## config.mk

```make
export PLATFORM = sky130hd
export DESIGN_NAME = ulpm_top
export DESIGN_NICKNAME = d
export VERILOG_FILES = /design/src/verilog/ulpm_pkg.sv /design/src/verilog/ulpm_top.sv
export SDC_FILE = /design/constraint.sdc
export NUM_CORES = 1
export LEC_CHECK = 0
export BUFFER_PORTS_ARGS = -buffer_cell sky130_fd_sc_hd__buf_2
export CORE_MARGIN = 2
export CORE_UTILIZATION = 45
export CTS_CLUSTER_DIAMETER = 30
export DETAILED_ROUTE_END_ITERATION = 10
export PLACE_DENSITY = 0.82
export RECOVER_POWER = 25
export REMOVE_ABC_BUFFERS = 1
export SLEW_MARGIN = 30
export SYNTH_ARGS = -nofsm -noshare
export SYNTH_HDL_FRONTEND = slang
export SYNTH_SLANG_ARGS = --single-unit
```

## constraint.sdc

```tcl
create_clock -name CLK_IN -period 1.7 [get_ports CLK_IN]
set_clock_uncertainty 0.1 [all_clocks]
set_input_delay 0.255 -clock CLK_IN [delete_from_list [all_inputs] [get_ports CLK_IN]]
set_output_delay 0.255 -clock CLK_IN [all_outputs]
set_load 0.01 [all_outputs]
```

## src/verilog/ulpm_pkg.sv

```systemverilog
// ====================================================================
// constants shared by the low-power / serial mode block
// ====================================================================
package ulpm_pkg;

    // register bus
    localparam int ADDR_W = 4;
    localparam int DATA_W = 8;

    // register indices
    localparam logic [3:0] FUNCTION_CONTROL_REG_ADDR = 4'h0;
    localparam logic [3:0] INTERFACE_CONTROL_REG_ADDR = 4'h1;
    localparam logic [3:0] IRQ_STAT_ADDR = 4'h2;
    localparam logic [3:0] IRQ_MASK_ADDR = 4'h3;
    localparam logic [3:0] MODE_STAT_ADDR = 4'h4;

    // field positions
    localparam int ACTIVE_BIT = 0;
    localparam int SIX_SEL_BIT = 0;
    localparam int THREE_SEL_BIT = 1;
    localparam int KEEP_CLK_BIT = 2;

    // reset values
    localparam logic [7:0] FUNCTION_CONTROL_REG_RST = 8'h01;
    localparam logic [7:0] INTERFACE_CONTROL_REG_RST = 8'h00;
    localparam logic [3:0] IRQ_RST = 4'h0;

    // interrupt sources
    localparam int SRC_W = 4;

    // data bus drive patterns
    localparam logic [7:0] OE_ALL = 8'hFF;
    localparam logic [7:0] OE_SIX = 8'hF8;
    localparam logic [7:0] OE_THREE_TX = 8'hF8;
    localparam logic [7:0] OE_THREE_RX = 8'hFE;
    localparam logic [7:0] OE_NONE = 8'h00;

    // mode controller states, gray along three-wire entry and the exit path without rxcmd
    typedef enum logic [2:0] {
        ST_SYNC = 3'h0,
        ST_LOW = 3'h1,
        ST_SER6 = 3'h3,
        ST_SER3 = 3'h2,
        ST_WAKE = 3'h6,
        ST_RXCMD = 3'h7,
        ST_BACK = 3'h4
    } ulpm_state_t;

    // drive applied to the link-facing pins
    typedef struct packed {
        logic [7:0] data;
        logic [7:0] oe;
        logic dir;
        logic nxt;
    } ulpm_drive_t;

    // request to the analog serial transmitter
    typedef struct packed {
        logic enable;
        logic diff;
        logic se0;
    } ulpm_tx_t;

endpackage

```

## src/verilog/ulpm_top.sv

```systemverilog
`timescale 1ns/1ps
// Overview of operation
// - stp exits low power, bus restored
// - rxcmd on exit if change persists
// - lines 0,1 carry raw line state
// - low power drives lines 2,7..4 low
// - line 3 is unmasked interrupt indicator
// - stp exits six-wire mode to synchronous
// - six-wire outputs plus, minus, diff, line7 low
// - stp exits three-wire mode to synchronous
// - line 1 shared by tx enable direction
// - line 2 shared se0 by tx enable
// - three-wire drives lines 7..4 low
// - next signal unused outside synchronous mode
module ulpm_top #(
    parameter int SRC_W = ulpm_pkg::SRC_W
) (
    // clock and reset
    input wire logic CLK_IN,
    input wire logic RSTN_IN,
    // register port
    input wire logic [ulpm_pkg::ADDR_W-1:0] REG_ADDR_IN,
    input wire logic [ulpm_pkg::DATA_W-1:0] REG_WDATA_IN,
    input wire logic REG_WR_IN,
    input wire logic REG_RD_IN,
    output logic [ulpm_pkg::DATA_W-1:0] REG_RDATA_OUT,
    // link side data bus
    input wire logic [7:0] ULPI_DATA_IN,
    output logic [7:0] ULPI_DATA_OUT,
    output logic [7:0] ULPI_DATA_OE_OUT,
    input wire logic ULPI_STP_IN,
    output logic ULPI_DIR_OUT,
    output logic ULPI_NXT_OUT,
    // analog receiver
    input wire logic [1:0] LINE_STATE_IN,
    input wire logic PLUS_LINE_RX_IN,
    input wire logic MINUS_LINE_RX_IN,
    input wire logic DIFFERENTIAL_RX_IN,
    input wire logic RX_SE0_IN,
    // analog transmitter
    output logic TX_ENABLE_OUT,
    output logic SERIAL_TX_DIFF_DATA_OUT,
    output logic SERIAL_TX_SINGLE_ENDED_ZERO_OUT,
    // interrupt sources and summary
    input wire logic [SRC_W-1:0] IRQ_SRC_IN,
    output logic IRQ_OUT,
    // clock control
    output logic IFCLK_STOP_OUT
);

    // ================================================================
    // local signals
    ulpm_pkg::ulpm_state_t state_reg; // mode controller state
    ulpm_pkg::ulpm_state_t state_next; // next mode state
    logic [7:0] function_control_reg_reg; // function control register
    logic [7:0] interface_control_reg_reg; // interface control register
    logic [SRC_W-1:0] irq_stat_reg; // sticky change flags
    logic [SRC_W-1:0] irq_mask_reg; // interrupt enables
    logic [SRC_W-1:0] src_meta_reg; // first sync stage
    logic [SRC_W-1:0] src_sync_reg; // second sync stage
    logic [SRC_W-1:0] src_prev_reg; // last sampled level
    logic [SRC_W-1:0] src_snap_reg; // level caught at mode entry
    logic [1:0] ls_meta_reg; // line state first stage
    logic [1:0] ls_sync_reg; // line state second stage
    logic [7:0] rxcmd_reg; // byte sent on wake
    logic [7:0] rdata_reg; // read data, one cycle late
    logic stp_meta_reg; // stp first stage
    logic stp_sync_reg; // stp second stage
    logic irq_any; // any unmasked flag
    logic wake_pending; // persisting change at exit
    logic exit_done; // hardware restores mode bits
    logic wr_func; // write to function control
    logic wr_intf; // write to interface control
    logic wr_stat; // write-one-to-clear on status
    logic wr_mask; // write to mask
    logic three_tx_en; // link owns shared lines
    ulpm_pkg::ulpm_drive_t drive; // pin drive bundle
    ulpm_pkg::ulpm_tx_t tx_req; // analog tx bundle

    // ================================================================
    // helpers
    // register decode used by every write path
    function automatic logic hit(
        input logic [ulpm_pkg::ADDR_W-1:0] addr,
        input logic [ulpm_pkg::ADDR_W-1:0] want
    );
        hit = (addr == want);
    endfunction

    assign wr_func = REG_WR_IN & hit(REG_ADDR_IN, ulpm_pkg::FUNCTION_CONTROL_REG_ADDR);
    assign wr_intf = REG_WR_IN & hit(REG_ADDR_IN, ulpm_pkg::INTERFACE_CONTROL_REG_ADDR);
    assign wr_stat = REG_WR_IN & hit(REG_ADDR_IN, ulpm_pkg::IRQ_STAT_ADDR);
    assign wr_mask = REG_WR_IN & hit(REG_ADDR_IN, ulpm_pkg::IRQ_MASK_ADDR);

    // ================================================================
    // input synchronisers
    // interrupt source, line state and stp pins pass two flops first
    always_ff @(posedge CLK_IN or negedge RSTN_IN) begin
        if (!RSTN_IN) begin
            src_meta_reg <= '0;
            src_sync_reg <= '0;
            ls_meta_reg <= 2'h0;
            ls_sync_reg <= 2'h0;
            stp_meta_reg <= 1'b0;
            stp_sync_reg <= 1'b0;
        end else begin
            src_meta_reg <= IRQ_SRC_IN;
            src_sync_reg <= src_meta_reg;
            ls_meta_reg <= LINE_STATE_IN;
            ls_sync_reg <= ls_meta_reg;
            stp_meta_reg <= ULPI_STP_IN;
            stp_sync_reg <= stp_meta_reg;
        end
    end

    // previous level for change detection
    always_ff @(posedge CLK_IN or negedge RSTN_IN) begin
        if (!RSTN_IN) begin
            src_prev_reg <= '0;
        end else begin
            src_prev_reg <= src_sync_reg;
        end
    end

    // ================================================================
    // mode controller
    // entry by register bits, exit by stp held high then released
    always_comb begin
        state_next = state_reg;
        unique case (state_reg)
            ulpm_pkg::ST_SYNC: begin
                // serial selects checked first, six-wire wins a tie
                if (interface_control_reg_reg[ulpm_pkg::SIX_SEL_BIT]) begin
                    state_next = ulpm_pkg::ST_SER6;
                end else if (interface_control_reg_reg[ulpm_pkg::THREE_SEL_BIT]) begin
                    state_next = ulpm_pkg::ST_SER3;
                end else if (!function_control_reg_reg[ulpm_pkg::ACTIVE_BIT]) begin
                    state_next = ulpm_pkg::ST_LOW;
                end
            end
            ulpm_pkg::ST_LOW, ulpm_pkg::ST_SER6, ulpm_pkg::ST_SER3: begin
                // wake request; clock is assumed running again by now
                if (stp_sync_reg) begin
                    state_next = ulpm_pkg::ST_WAKE;
                end
            end
            ulpm_pkg::ST_WAKE: begin
                // wait for the link to release stp
                if (!stp_sync_reg) begin
                    if (wake_pending) begin
                        state_next = ulpm_pkg::ST_RXCMD;
                    end else begin
                        state_next = ulpm_pkg::ST_BACK;
                    end
                end
            end
            ulpm_pkg::ST_RXCMD: begin
                // one status byte, then hand the bus back
                state_next = ulpm_pkg::ST_BACK;
            end
            ulpm_pkg::ST_BACK: begin
                // turnaround cycle, then synchronous again
                state_next = ulpm_pkg::ST_SYNC;
            end
            default: begin
                // illegal code recovers to synchronous
                state_next = ulpm_pkg::ST_SYNC;
            end
        endcase
    end

    // state register
    always_ff @(posedge CLK_IN or negedge RSTN_IN) begin
        if (!RSTN_IN) begin
            state_reg <= ulpm_pkg::ST_SYNC;
        end else begin
            state_reg <= state_next;
        end
    end

    assign exit_done = (state_reg == ulpm_pkg::ST_BACK);

    // ================================================================
    // wake status capture
    // snapshot at entry; a change that has gone back needs no rxcmd
    always_ff @(posedge CLK_IN or negedge RSTN_IN) begin
        if (!RSTN_IN) begin
            src_snap_reg <= '0;
        end else if (state_reg == ulpm_pkg::ST_SYNC) begin
            src_snap_reg <= src_sync_reg;
        end
    end

    assign wake_pending = |(src_sync_reg ^ src_snap_reg);

    // status byte: sources high, line state low
    always_ff @(posedge CLK_IN or negedge RSTN_IN) begin
        if (!RSTN_IN) begin
            rxcmd_reg <= 8'h00;
        end else if (state_reg == ulpm_pkg::ST_WAKE) begin
            rxcmd_reg <= {4'(src_sync_reg), 2'h0, ls_sync_reg};
        end
    end

    // ================================================================
    // control registers
    // hardware restore on exit overrides a software write that cycle
    always_ff @(posedge CLK_IN or negedge RSTN_IN) begin
        if (!RSTN_IN) begin
            function_control_reg_reg <= ulpm_pkg::FUNCTION_CONTROL_REG_RST;
        end else if (exit_done) begin
            function_control_reg_reg[ulpm_pkg::ACTIVE_BIT] <= 1'b1;
        end else if (wr_func) begin
            function_control_reg_reg <= REG_WDATA_IN;
        end
    end

    // serial selects self-clear on exit, keep-clock is kept
    always_ff @(posedge CLK_IN or negedge RSTN_IN) begin
        if (!RSTN_IN) begin
            interface_control_reg_reg <= ulpm_pkg::INTERFACE_CONTROL_REG_RST;
        end else if (exit_done) begin
            interface_control_reg_reg[ulpm_pkg::SIX_SEL_BIT] <= 1'b0;
            interface_control_reg_reg[ulpm_pkg::THREE_SEL_BIT] <= 1'b0;
        end else if (wr_intf) begin
            interface_control_reg_reg <= REG_WDATA_IN;
        end
    end

    // ================================================================
    // interrupt flags
    // any edge on a source sets its flag; set beats a same-cycle clear
    always_ff @(posedge CLK_IN or negedge RSTN_IN) begin
        if (!RSTN_IN) begin
            irq_stat_reg <= ulpm_pkg::IRQ_RST;
        end else begin
            irq_stat_reg <= (irq_stat_reg &
                            ~(wr_stat ? REG_WDATA_IN[SRC_W-1:0] : '0)) |
                            (src_sync_reg ^ src_prev_reg);
        end
    end

    // mask register
    always_ff @(posedge CLK_IN or negedge RSTN_IN) begin
        if (!RSTN_IN) begin
            irq_mask_reg <= ulpm_pkg::IRQ_RST;
        end else if (wr_mask) begin
            irq_mask_reg <= REG_WDATA_IN[SRC_W-1:0];
        end
    end

    assign irq_any = |(irq_stat_reg & irq_mask_reg);
    assign IRQ_OUT = irq_any;

    // ================================================================
    // register read
    // unmapped reads return zero
    always_ff @(posedge CLK_IN or negedge RSTN_IN) begin
        if (!RSTN_IN) begin
            rdata_reg <= 8'h00;
        end else if (REG_RD_IN) begin
            unique case (REG_ADDR_IN)
                ulpm_pkg::FUNCTION_CONTROL_REG_ADDR: rdata_reg <= function_control_reg_reg;
                ulpm_pkg::INTERFACE_CONTROL_REG_ADDR: rdata_reg <= interface_control_reg_reg;
                ulpm_pkg::IRQ_STAT_ADDR: rdata_reg <= 8'(irq_stat_reg);
                ulpm_pkg::IRQ_MASK_ADDR: rdata_reg <= 8'(irq_mask_reg);
                ulpm_pkg::MODE_STAT_ADDR: rdata_reg <= {4'(src_sync_reg), 1'b0, state_reg};
                default: rdata_reg <= 8'h00;
            endcase
        end else begin
            rdata_reg <= 8'h00;
        end
    end

    assign REG_RDATA_OUT = rdata_reg;

    // ================================================================
    // data bus mapping
    // link-driven line 0 decides who owns lines 1 and 2 in three-wire
    assign three_tx_en = ULPI_DATA_IN[0];

    // analog receiver values pass through unclocked in the alternate
    // modes; the link samples them asynchronously by definition
    always_comb begin
        drive.data = 8'h00;
        drive.oe = ulpm_pkg::OE_NONE;
        drive.dir = 1'b0;
        drive.nxt = 1'b0;
        unique case (state_reg)
            ulpm_pkg::ST_LOW: begin
                drive.dir = 1'b1;
                drive.oe = ulpm_pkg::OE_ALL;
                drive.data[1:0] = LINE_STATE_IN;
                drive.data[3] = irq_any;
            end
            ulpm_pkg::ST_SER6: begin
                // lines 0..2 stay inputs from the link
                drive.dir = 1'b1;
                drive.oe = ulpm_pkg::OE_SIX;
                drive.data[3] = irq_any;
                drive.data[4] = PLUS_LINE_RX_IN;
                drive.data[5] = MINUS_LINE_RX_IN;
                drive.data[6] = DIFFERENTIAL_RX_IN;
            end
            ulpm_pkg::ST_SER3: begin
                drive.dir = 1'b1;
                drive.data[3] = irq_any;
                if (three_tx_en) begin
                    drive.oe = ulpm_pkg::OE_THREE_TX;
                end else begin
                    drive.oe = ulpm_pkg::OE_THREE_RX;
                    drive.data[1] = DIFFERENTIAL_RX_IN;
                    drive.data[2] = RX_SE0_IN;
                end
            end
            ulpm_pkg::ST_WAKE: begin
                // bus released while stp is held, dir still high
                drive.dir = 1'b1;
            end
            ulpm_pkg::ST_RXCMD: begin
                drive.dir = 1'b1;
                drive.oe = ulpm_pkg::OE_ALL;
                drive.data = rxcmd_reg;
            end
            default: ; // synchronous mode and turnaround: listen only
        endcase
    end

    assign ULPI_DATA_OUT = drive.data;
    assign ULPI_DATA_OE_OUT = drive.oe;
    assign ULPI_DIR_OUT = drive.dir;
    assign ULPI_NXT_OUT = drive.nxt;

    // ================================================================
    // serial transmit request
    // only meaningful in the two serial modes, quiet otherwise
    always_comb begin
        tx_req.enable = 1'b0;
        tx_req.diff = 1'b0;
        tx_req.se0 = 1'b0;
        if ((state_reg == ulpm_pkg::ST_SER6) || (state_reg == ulpm_pkg::ST_SER3)) begin
            tx_req.enable = ULPI_DATA_IN[0];
            tx_req.diff = ULPI_DATA_IN[1] & ULPI_DATA_IN[0];
            tx_req.se0 = ULPI_DATA_IN[2] & ULPI_DATA_IN[0];
        end
    end

    assign TX_ENABLE_OUT = tx_req.enable;
    assign SERIAL_TX_DIFF_DATA_OUT = tx_req.diff;
    assign SERIAL_TX_SINGLE_ENDED_ZERO_OUT = tx_req.se0;

    // ================================================================
    // interface clock control
    // low power always may stop; serial only without keep-clock
    assign IFCLK_STOP_OUT = (state_reg == ulpm_pkg::ST_LOW) | (~interface_control_reg_reg[ulpm_pkg::KEEP_CLK_BIT] &
                            ((state_reg == ulpm_pkg::ST_SER6) | (state_reg == ulpm_pkg::ST_SER3)));

endmodule
```

==> summary.txt, run 1 <==
Power
  – Clk network pwr share: 20.9%
  – Peak VDD IR: 0.000768 V
  – Sw Share: 33.2%
  – Logic pwr share: 41.0%
  – Seq pwr share: 38.0%
  – PwrDens: 1440 nW/um^2
  – Sw Pwr: 1.86 mW
  – Pleak: 1.83 nW
  – Internal power: 3.73 mW
  – Total Power: 5.59 mW

Floorplan
  – Row cnt: 29
  – Initial Util: 46.0%
  – Die span in x: 83.9 um
  – I/O pin count: 66
  – Chip Height: 83.9 um
  – Core box area: 6240 sq um
  – Die area: 7030 sq um

Final layout
  – Final core utilization: 62.4%
  – Commonest non-fill, non-tap cell in the layout: dfrtp_1
  – Area Overhead vs Synth: 35.7%
  – Antenna Cells: 0
  – Most frequent cells in the layout: 60 x dfrtp_1, 57 x buf_2, 31 x buf_4, 30 x mux2_2, 15 x nand2_1
  – Fin area: 3890 sq um
  – Fin nets: 380
  – Fraction of layout cells with a size suffix above 1: 48.7%

Place
  – Placed Area: 3390 sq um
  – Number of port buffers: 59
  – Placer congestion estimate: 0.893
  – Detail Placement HPWL: 4440 um

Yosys
  – Ys async rst share: 100%
  – Sequential fraction of the synthesis area: 55.0%
  – Ranking of synthesized cells by area: dfrtp_1 54%, mux2_2 12%, and3b_1 2.7%, xor2_1 2.7%, a21oi_1 2.4%
  – Post-synth top area share: 54.1%
  – Post-synthesis cell count: 244
  – Synthesized flop and latch total: 63
  – Main synth FF type: dfrtp_1
  – Synthesis Warnings: 0
  – Yosys cell types: 40
  – Mapped Area: 2870 sq um
  – EDFF count, synth: 0
  – Synth area leader: dfrtp_1
  – Mean post-synth cell area: 11.8 sq um

Global route
  – First-pass GRT wire length: 10300 um
  – GR Util All Layers: 18.7%
  – Initial antenna violation count: 0
  – GRT overflow: 0
  – Number of global-route vias before repair: 2218
  – Largest net degree at the start of global routing: 31

Clock network
  – Number of clock sinks: 63
  – Clock Latency Late Sink: 0.33 ns
  – Root buf cell: clkbuf_8
  – Number of buffers created by CTS: 9
  – H-tree levels: 3
  – Register clock-pin slew on the reported worst setup and hold paths: 0.08 ns
  – TritonCTS clock tree: done
  – Clock Path Buffers: 2

STA
  – Final Worst Setup Slack: -0.176 ns
  – Slew headroom: 30.8%
  – Post-layout min period: 1.88 ns
  – RSZ-0062 raised after global routing: yes
  – Fmax: 533 MHz
  – Hold Fails Final Rpt: 0
  – Tcrit/Tclk final: 110%
  – Worst Tran Pin Value: 1.04 ns
  – Setup violators final: 32
  – Setup tns final: -2.51 ns
  – Final-report max-slew violation count: 0

Critical path
  – Critical Path AT: 1.52 ns
  – CP max stage cell: dfrtp_2
  – Crit path max-delay family: flip-flops
  – Setup Crit Path Kind: flop to output port
  – Worst path required time: 1.34 ns
  – CP endpoint kind: output port
  – Slowest stage delay, CP: 0.49 ns
  – Critical Path Start Type: flop
  – Worst-path maximum fanout: 8
  – Crit path buffers/inverters: 3
  – CP Cell Sequence: buf_4, inv_4, nand2_1, a31oi_2, buf_2

Detailed routing
  – DR pass1 iterations: 4
  – Vias: 2304
  – Routed WL: 7040 um
  – Avg WL per Cell: 16.6 um
  – Vias per inst: 5.43
  – Final ANT Viol Nets: 0
  – 1st-iter DRT viols: 222
  – DRC viols: 0

Worst hold path
  – HP Class: primary input to flop

Run status
  – Outcome: finished, violations left
  – Failing checks: setup timing

Run
  – Maxcap violations: 0
-- worst paths after layout --
kind | startpoint | cells past startpoint | slack, ns | end
setup / recovery | state_reg[0] | 5 | -0.18 | ULPI_DATA_OE_OUT[1]
hold / removal | REG_WDATA_IN[6] | 2 | 0.08 | function_control_reg_reg[6]
setup reg to reg | state_reg[0] | 5 | -0.12 | function_control_reg_reg[2]
hold reg to reg | ls_meta_reg[0] | 0 | 0.25 | ls_sync_reg[0]
max in group asynchronous | RSTN_IN | 3 | 0.16 | interface_control_reg_reg[4]
min in group asynchronous | RSTN_IN | 2 | 0.52 | ls_sync_reg[0]
-- Yosys cell counts (4+ instances only) --
library cell / number
mux2_2: 30
inv_1: 4
mux2i_1: 6
o21ai_0: 10
nor2_1: 14
a21oi_1: 14
nand4_1: 6
dfrtp_1: 62
xor2_1: 9
clkbuf_1: 7
nand2_1: 18
nor2b_1: 4
a21o_1: 4
and3b_1: 9
a211o_1: 4
buf_4: 6
-- layout make-up --
cell class / count / area (sq um)
clock inverters: 2 / 35.0
fillers: 467 / 2350
well taps: 77 / 96.3
repair buffers: 107 / 743
inverters: 4 / 17.5
flip-flops and latches: 63 / 1580
multi-input cells: 160 / 1290
clock buffers: 11 / 131
-- power by group through the flow --
stage	registers, mW	logic (mW)	clock network (mW)
finish	2.13	2.30	1.17
global route	2.17	2.44	1.26
CTS	2.08	1.85	1.18
detailed placement	2.10	1.69	0
global placement	2.09	1.64	0
floorplan	2.13	0.969	0
-- worst register-to-register path: stages, from the launching register on --
cell	delay (ns)
dfrtp_2	0.49
buf_4	0.17
nor3b_2	0.26
nand3b_1	0.15
buf_4	0.17
mux2_2	0.35
-- metrics by stage --
stage               hold slack [ns]  setup slack [ns]  cells
floorplan                    -0.141            -0.302    227
global placement              0.110            0.0287    392
detailed placement            0.117           0.00454    392
CTS                          0.0636           -0.0753    417
global route                 0.0677            -0.251    424
finish                       0.0787            -0.176    424
-- cell families after synthesis --
group	after synthesis	synth area share, %
AND/OR/NAND/NOR	72	14.7
flip-flops	63	55.0
AO/OA/AOI/OAI	41	8.89
multiplexers	37	14.6
buffers and inverters	21	3.92
XOR/XNOR	9	2.75
other	1	0.131
-- timing repair --
item,in CTS,in global routing
endpoints found under the setup margin,19,36
hold endpoints to repair,23,0
gates cloned,0,3
resized for setup,14,26
buffers inserted,4,4
hold buffers,8,0
pin swaps,0,10
-- metal layers --
metal	GRT usage (%)	part of all wire, %
met4	8.50	1.3
met3	4.85	5.0
met2	30.5	51
met5	0	0
met1	23.4	42
(Power assumes the default switching activity.)
==> run 2: changes to the inputs <==
PLACE_DENSITY = 0.8   (was 0.82)
clock period = 2.4 ns   (was 1.7 ns; I/O delays follow)
==> run 2 against run 1 <==
The run now ends clean. Sequential power is 31% lower. Clock power is 24% lower. Sequential cell count stayed put. Worst hold slack worse by 0.057 ns. Wire length is 16% lower. Non-clock buffer count is 41 lower. First-iteration DRC count is 33% lower. Combinational power is 51% lower. Global-route usage is 0.19 points lower. Sequential share of layout area is 5.5 points higher. Setup slack better by 0.40 ns. Die area stayed put. Largest power group is now registers.
==> summary.txt, run 2 (synthesis gave the netlist of run 1 again) <==
Run status
  – Outcome: finished, final reports clean

Final layout
  – Most frequent cells in the layout: 62 x dfrtp_1, 56 x buf_2, 30 x mux2_2, 18 x nand2_1
  – Commonest non-fill, non-tap cell in the layout: dfrtp_1
  – Fraction of layout cells with a size suffix above 1: 37.5% (-11 points)
  – Antenna Cells: 0 (unchanged)
  – Fin nets: 339 (-11%)
  – Non-Filler Instances: 386 (-9.0%)
  – Area Overhead vs Synth: 19.4%
  – Final core utilization: 54.9% (-7.5 points)

Clock network
  – Clock Path Buffers: 2 (unchanged)
  – Clock Latency Late Sink: 0.34 ns (about the same)
  – Register clock-pin slew on the reported worst setup and hold paths: 0.07 ns (about the same)
  – Post-CTS setup repair buffer count: 0 (-4)
  – TritonCTS clock tree: done
  – Number of clock sinks: 63 (unchanged)
  – Number of buffers created by CTS: 9 (unchanged)
  – Root buf cell: clkbuf_8
  – H-tree levels: 3 (unchanged)

STA
  – Worst Tran Pin Value: 1.21 ns (+0.167 ns)
  – Tcrit/Tclk final: 90.8%
  – Hold Fails Final Rpt: 0 (unchanged)
  – Final-report max-slew violation count: 0 (unchanged)
  – Post-layout min period: 2.18 ns
  – RSZ-0062 raised after global routing: no
  – Setup violators final: 0 (-100%)
  – Fmax: 459 MHz
  – Slew headroom: 19.6% (-11 points)
  – Setup tns final: 0 ns (+2.51 ns)

Floorplan
  – Chip Height: 83.9 um (unchanged)
  – Die span in x: 83.9 um (unchanged)
  – Initial Util: 46.0% (unchanged)
  – Core box area: 6240 sq um (unchanged)
  – Die area: 7030 sq um (unchanged)
  – I/O pin count: 66 (unchanged)
  – Row cnt: 29 (unchanged)

Critical path
  – CP endpoint kind: output port
  – Setup Crit Path Kind: flop to output port
  – Slowest stage delay, CP: 0.46 ns (-0.03 ns)
  – CP Cell Sequence: buf_4, nor2b_1, nor2_1, a21oi_1, buf_2
  – Crit path buffers/inverters: 2 (-1)
  – Critical Path AT: 1.72 ns (+0.20 ns)
  – Worst path required time: 1.94 ns (+0.60 ns)
  – Critical Path Start Type: flop
  – CP max stage cell: dfrtp_1
  – Worst-path maximum fanout: 10 (+2)
  – Crit path max-delay family: flip-flops

Place
  – Detail Placement HPWL: 4160 um (-6.4%)
  – Placer congestion estimate: 0.869 (-2.7%)
  – Number of port buffers: 59 (unchanged)
  – Placed Cells: 369 (-5.9%)

Detailed routing
  – Vias per inst: 5.36 (-1.3%)
  – DR pass1 iterations: 4 (unchanged)
  – Final ANT Viol Nets: 0 (unchanged)
  – DRC viols: 0 (unchanged)
  – Routed WL: 5940 um (-16%)
  – Vias: 2070 (-10%)
  – 1st-iter DRT viols: 149 (-33%)
  – Avg WL per Cell: 15.4 um (-7.4%)

Run
  – Maxcap violations: 0 (unchanged)

Global route
  – First-pass GRT wire length: 9930 um (-3.9%)
  – Initial antenna violation count: 0 (unchanged)
  – Largest net degree at the start of global routing: 42 (+35%)
  – GRT overflow: 0 (unchanged)
  – GR Util All Layers: 18.5% (-0.19 points)
  – Number of global-route vias before repair: 2073 (-6.5%)

Power
  – Pleak: 1.59 nW (-13%)
  – PwrDens: 1020 nW/um^2 (-29%)
  – Peak VDD IR: 0.000554 V (-28%)

Worst hold path
  – HP Class: primary input to flop
-- run 2: cell types whose count changed in the layout (fill, tap and decap cells not counted), moves of 3 or more --
| cell | before | now |
|---|---|---|
| buf_4 | 31 | 5 |
| buf_6 | 3 | 0 |
| clkinvlp_4 | 0 | 4 |
| dlygate4sd3_1 | 8 | 1 |
| nand2_1 | 15 | 18 |
| nand2_2 | 3 | 0 |
| nor2_1 | 10 | 14 |
| nor2_4 | 3 | 0 |
-- run 2: per-layer routing --
layer / vias to the layer above / track usage [%] / routed length [um]
met2: 56 / 30.1 / 2990
li1: 981 / - / -
met4: 0 / 11.9 / 178
met3: 16 / 4.06 / 257
met1: 1017 / 22.2 / 2510
met5: - / 0 / 0
-- run 2: metrics by stage --
stage	hold WS, ns	worst slack, ns	total power [mW]	instance area [sq um]
after global routing	0.00722	0.0567	3.72	3430
after global placement	0.233	0.455	2.57	3220
after detailed placement	0.237	0.421	2.62	3220
after floorplan	-0.0356	0.293	2.19	2770
final	0.0216	0.221	3.50	3430
after CTS	0.00714	0.217	3.52	3430
-- run 2: path summary, 6_finish.rpt --
check	start	endpoint	slack [ns]	depth (start not counted)
max in group asynchronous	RSTN_IN	function_control_reg_reg[0]	0.65	3
setup / recovery	state_reg[0]	ULPI_DATA_OE_OUT[7]	0.22	5
setup reg to reg	state_reg[0]	function_control_reg_reg[5]	0.50	3
min in group asynchronous	RSTN_IN	src_sync_reg[1]	0.69	2
hold reg to reg	src_meta_reg[3]	src_sync_reg[3]	0.25	0
hold / removal	IRQ_SRC_IN[1]	src_meta_reg[1]	0.02	1
-- run 2: worst reg2reg max path: cells and delay by family (launching register included) --
kind / cells / cell delay, ns
AND/OR/NAND/NOR: 2 / 0.84
multiplexers: 1 / 0.39
flip-flops: 1 / 0.45
-- run 2: final cells by class --
class | instances | area (sq um)
clock buffers | 9 | 124
well taps | 77 | 96.3
fillers | 550 | 2820
flip-flops and latches | 63 | 1580
multi-input cells | 160 | 1180
inverters | 4 | 15.0
repair buffers | 66 | 359
clock inverters | 7 | 73.8
-- run 2: repair_timing --
| item | CTS | global route |
|---|---|---|
| hold buffers | 1 | 0 |
| hold endpoints to repair | 22 | 0 |
| gates resized for setup | 0 | 0 |
-- run 2: where the power goes --
part | switching [mW] | internal [mW] | leakage [nW]
logic | 0.583 | 0.549 | 0.749
registers | 0.156 | 1.32 | 0.757
clock network | 0.415 | 0.478 | 0.0875
total | 1.15 | 2.34 | 1.59
==> run 3: changes to the inputs <==
CTS_BUF_LIST = sky130_fd_sc_hd__clkbuf_16   (was not set)
SKIP_CTS_REPAIR_TIMING = 1   (was not set)
==> run 3 against run 2 <==
Maximum frequency down 0.11%. Clock power grew 42%. Core utilization grew 1.6 points. Wire length is 3.4% higher. Via count increased by 0.68%. Largest cell class unchanged.
==> summary.txt, run 3 (synthesis gave the netlist of run 1 again) <==
Clock network
  – H-tree levels: 3 (unchanged)
  – Register clock-pin slew on the reported worst setup and hold paths: 0.05 ns (-0.02 ns)
  – Root buf cell: clkbuf_16
  – Number of clock sinks: 63 (unchanged)
  – Clock Path Buffers: 2 (unchanged)
  – Clock Latency Late Sink: 0.33 ns (about the same)
  – Number of buffers created by CTS: 9 (unchanged)
  – TritonCTS clock tree: done

Final layout
  – Fraction of layout cells with a size suffix above 1: 37.5% (unchanged)
  – # fillers: 535 (-2.7%)
  – Area Overhead vs Synth: 22.9%
  – Area occupied by multi-input gates: 1180 sq um (unchanged)
  – Fin nets: 339 (unchanged)
  – Commonest non-fill, non-tap cell in the layout: dfrtp_1
  – Most frequent cells in the layout: 62 x dfrtp_1, 56 x buf_2, 30 x mux2_2, 18 x nand2_1
  – Antenna Cells: 0 (unchanged)
  – Reg area: 1580 sq um (unchanged)

Power
  – Pleak: 1.64 nW (+2.9%)
  – Seq pwr share: 38.1% (-4.0 points)
  – PwrDens: 1100 nW/um^2 (+7.9%)
  – Total Power: 3.88 mW (+11%)
  – Clk network pwr share: 32.6% (+7.1 points)
  – Logic pwr share: 29.3% (-3.1 points)
  – Peak VDD IR: 0.000524 V (-5.6%)
  – Sw Share: 31.2% (-1.7 points)
  – Internal power: 2.67 mW (+14%)
  – Sw Pwr: 1.21 mW (+5.2%)

Detailed routing
  – DR pass1 iterations: 4 (unchanged)
  – Routed WL: 6140 um (+3.4%)
  – Vias: 2084 (+0.68%)
  – Vias per inst: 5.40 (+0.68%)
  – DRC viols: 0 (unchanged)
  – M1 WL: 2470 um (-1.6%)
  – Met3 Routed Length: 322 um (+25%)
  – Final ANT Viol Nets: 0 (unchanged)
  – 1st-iter DRT viols: 111 (-26%)
  – Highest metal used: met4
  – Avg WL per Cell: 15.9 um (+3.4%)
  – Met2 WL: 3200 um (+7.1%)

Floorplan
  – Chip Height: 83.9 um (unchanged)
  – I/O pin count: 66 (unchanged)
  – Core box area: 6240 sq um (unchanged)
  – Die span in x: 83.9 um (unchanged)
  – Row cnt: 29 (unchanged)
  – Initial Util: 46.0% (unchanged)
  – Die area: 7030 sq um (unchanged)

Place
  – Number of port buffers: 59 (unchanged)
  – Detail Placement HPWL: 4160 um (unchanged)
  – Placer congestion estimate: 0.869 (unchanged)

Worst hold path
  – HP Class: primary input to flop

Global route
  – Initial antenna violation count: 0 (unchanged)
  – First-pass GRT wire length: 10200 um (+2.8%)
  – GRT overflow: 0 (unchanged)
  – Number of global-route vias before repair: 2141 (+3.3%)
  – Largest net degree at the start of global routing: 42 (unchanged)
  – GR Util All Layers: 19.0% (+0.53 points)

STA
  – Final-report max-slew violation count: 0 (unchanged)
  – Fmax: 458 MHz (-0.11%)
  – Slew headroom: 18.7% (-0.97 points)
  – Post-layout min period: 2.18 ns (+0.00241 ns)
  – Setup tns final: 0 ns (unchanged)
  – Hold Fails Final Rpt: 0 (unchanged)
  – Setup violators final: 0 (unchanged)
  – Tcrit/Tclk final: 90.9% (+0.10 points)
  – Worst Tran Pin Value: 1.22 ns (+0.0145 ns)
  – RSZ-0062 raised after global routing: no

Critical path
  – CP Cell Sequence: buf_4, nor2b_1, nor2_1, a21oi_1, buf_2
  – CP max stage cell: dfrtp_1
  – Worst-path maximum fanout: 10 (unchanged)
  – Slowest stage delay, CP: 0.44 ns (-0.02 ns)
  – Critical Path AT: 1.72 ns (about the same)
  – Worst path required time: 1.94 ns (about the same)
  – CP endpoint kind: output port
  – Setup Crit Path Kind: flop to output port
  – Critical Path Start Type: flop

Run
  – Maxcap violations: 0 (unchanged)

Run status
  – Outcome: finished, final reports clean
[run 3: path summary, 6_finish.rpt]
path                            startpoint                           to  slack, ns  cells after the start
setup reg to reg              state_reg[0]  function_control_reg_reg[5]       0.51                      3
max in group asynchronous          RSTN_IN  function_control_reg_reg[0]       0.63                      3
hold reg to reg            src_meta_reg[3]              src_sync_reg[3]       0.24                      0
hold / removal               IRQ_SRC_IN[1]              src_meta_reg[1]       0.03                      1
setup / recovery              state_reg[0]          ULPI_DATA_OE_OUT[7]       0.22                      5
min in group asynchronous          RSTN_IN              src_sync_reg[1]       0.71                      2
[run 3: stage by stage]
step	utilization (%)	setup WS [ns]	hold WS [ns]	instance area (sq um)	instances
6_report	56.5	0.219	0.0345	3530	386
4_1_cts	56.4	0.211	-0.0887	3520	385
3_5_place_dp	51.6	0.421	0.237	3220	369
2_1_floorplan	-	0.293	-0.0356	2770	227
3_3_place_gp	51.6	0.455	0.233	3220	369
5_1_grt	56.5	0.0820	0.0304	3530	386
[run 3: final cells by class]
type / instances / share of cell area (%)
clock buffers: 9 / 6.39
clock inverters: 7 / 2.09
inverters: 4 / 0.426
multi-input cells: 160 / 33.5
flip-flops and latches: 63 / 44.7
well taps: 77 / 2.73
repair buffers: 66 / 10.2
[run 3: layer usage]
layer  GRT usage, %  up-vias
li1               -      975
met1           21.9     1039
met2           32.3       56
met3           5.93       14
met4           8.94        0
met5              0        -
[run 3: critical path, delay by kind of cell, from the launching register on]
kind | cells | cell delay (ns)
compound gates | 1 | 0.25
buf+inv | 2 | 0.40
flops | 1 | 0.44
simple gates | 2 | 0.30
[run 3: power groups by stage]
stage	clock network, mW	logic, mW	registers [mW]
final	1.27	1.14	1.48
after detailed placement	0	1.13	1.49
after global placement	0	1.09	1.47
after floorplan	0	0.686	1.51
after global routing	1.33	1.27	1.51
after CTS	1.28	1.15	1.48
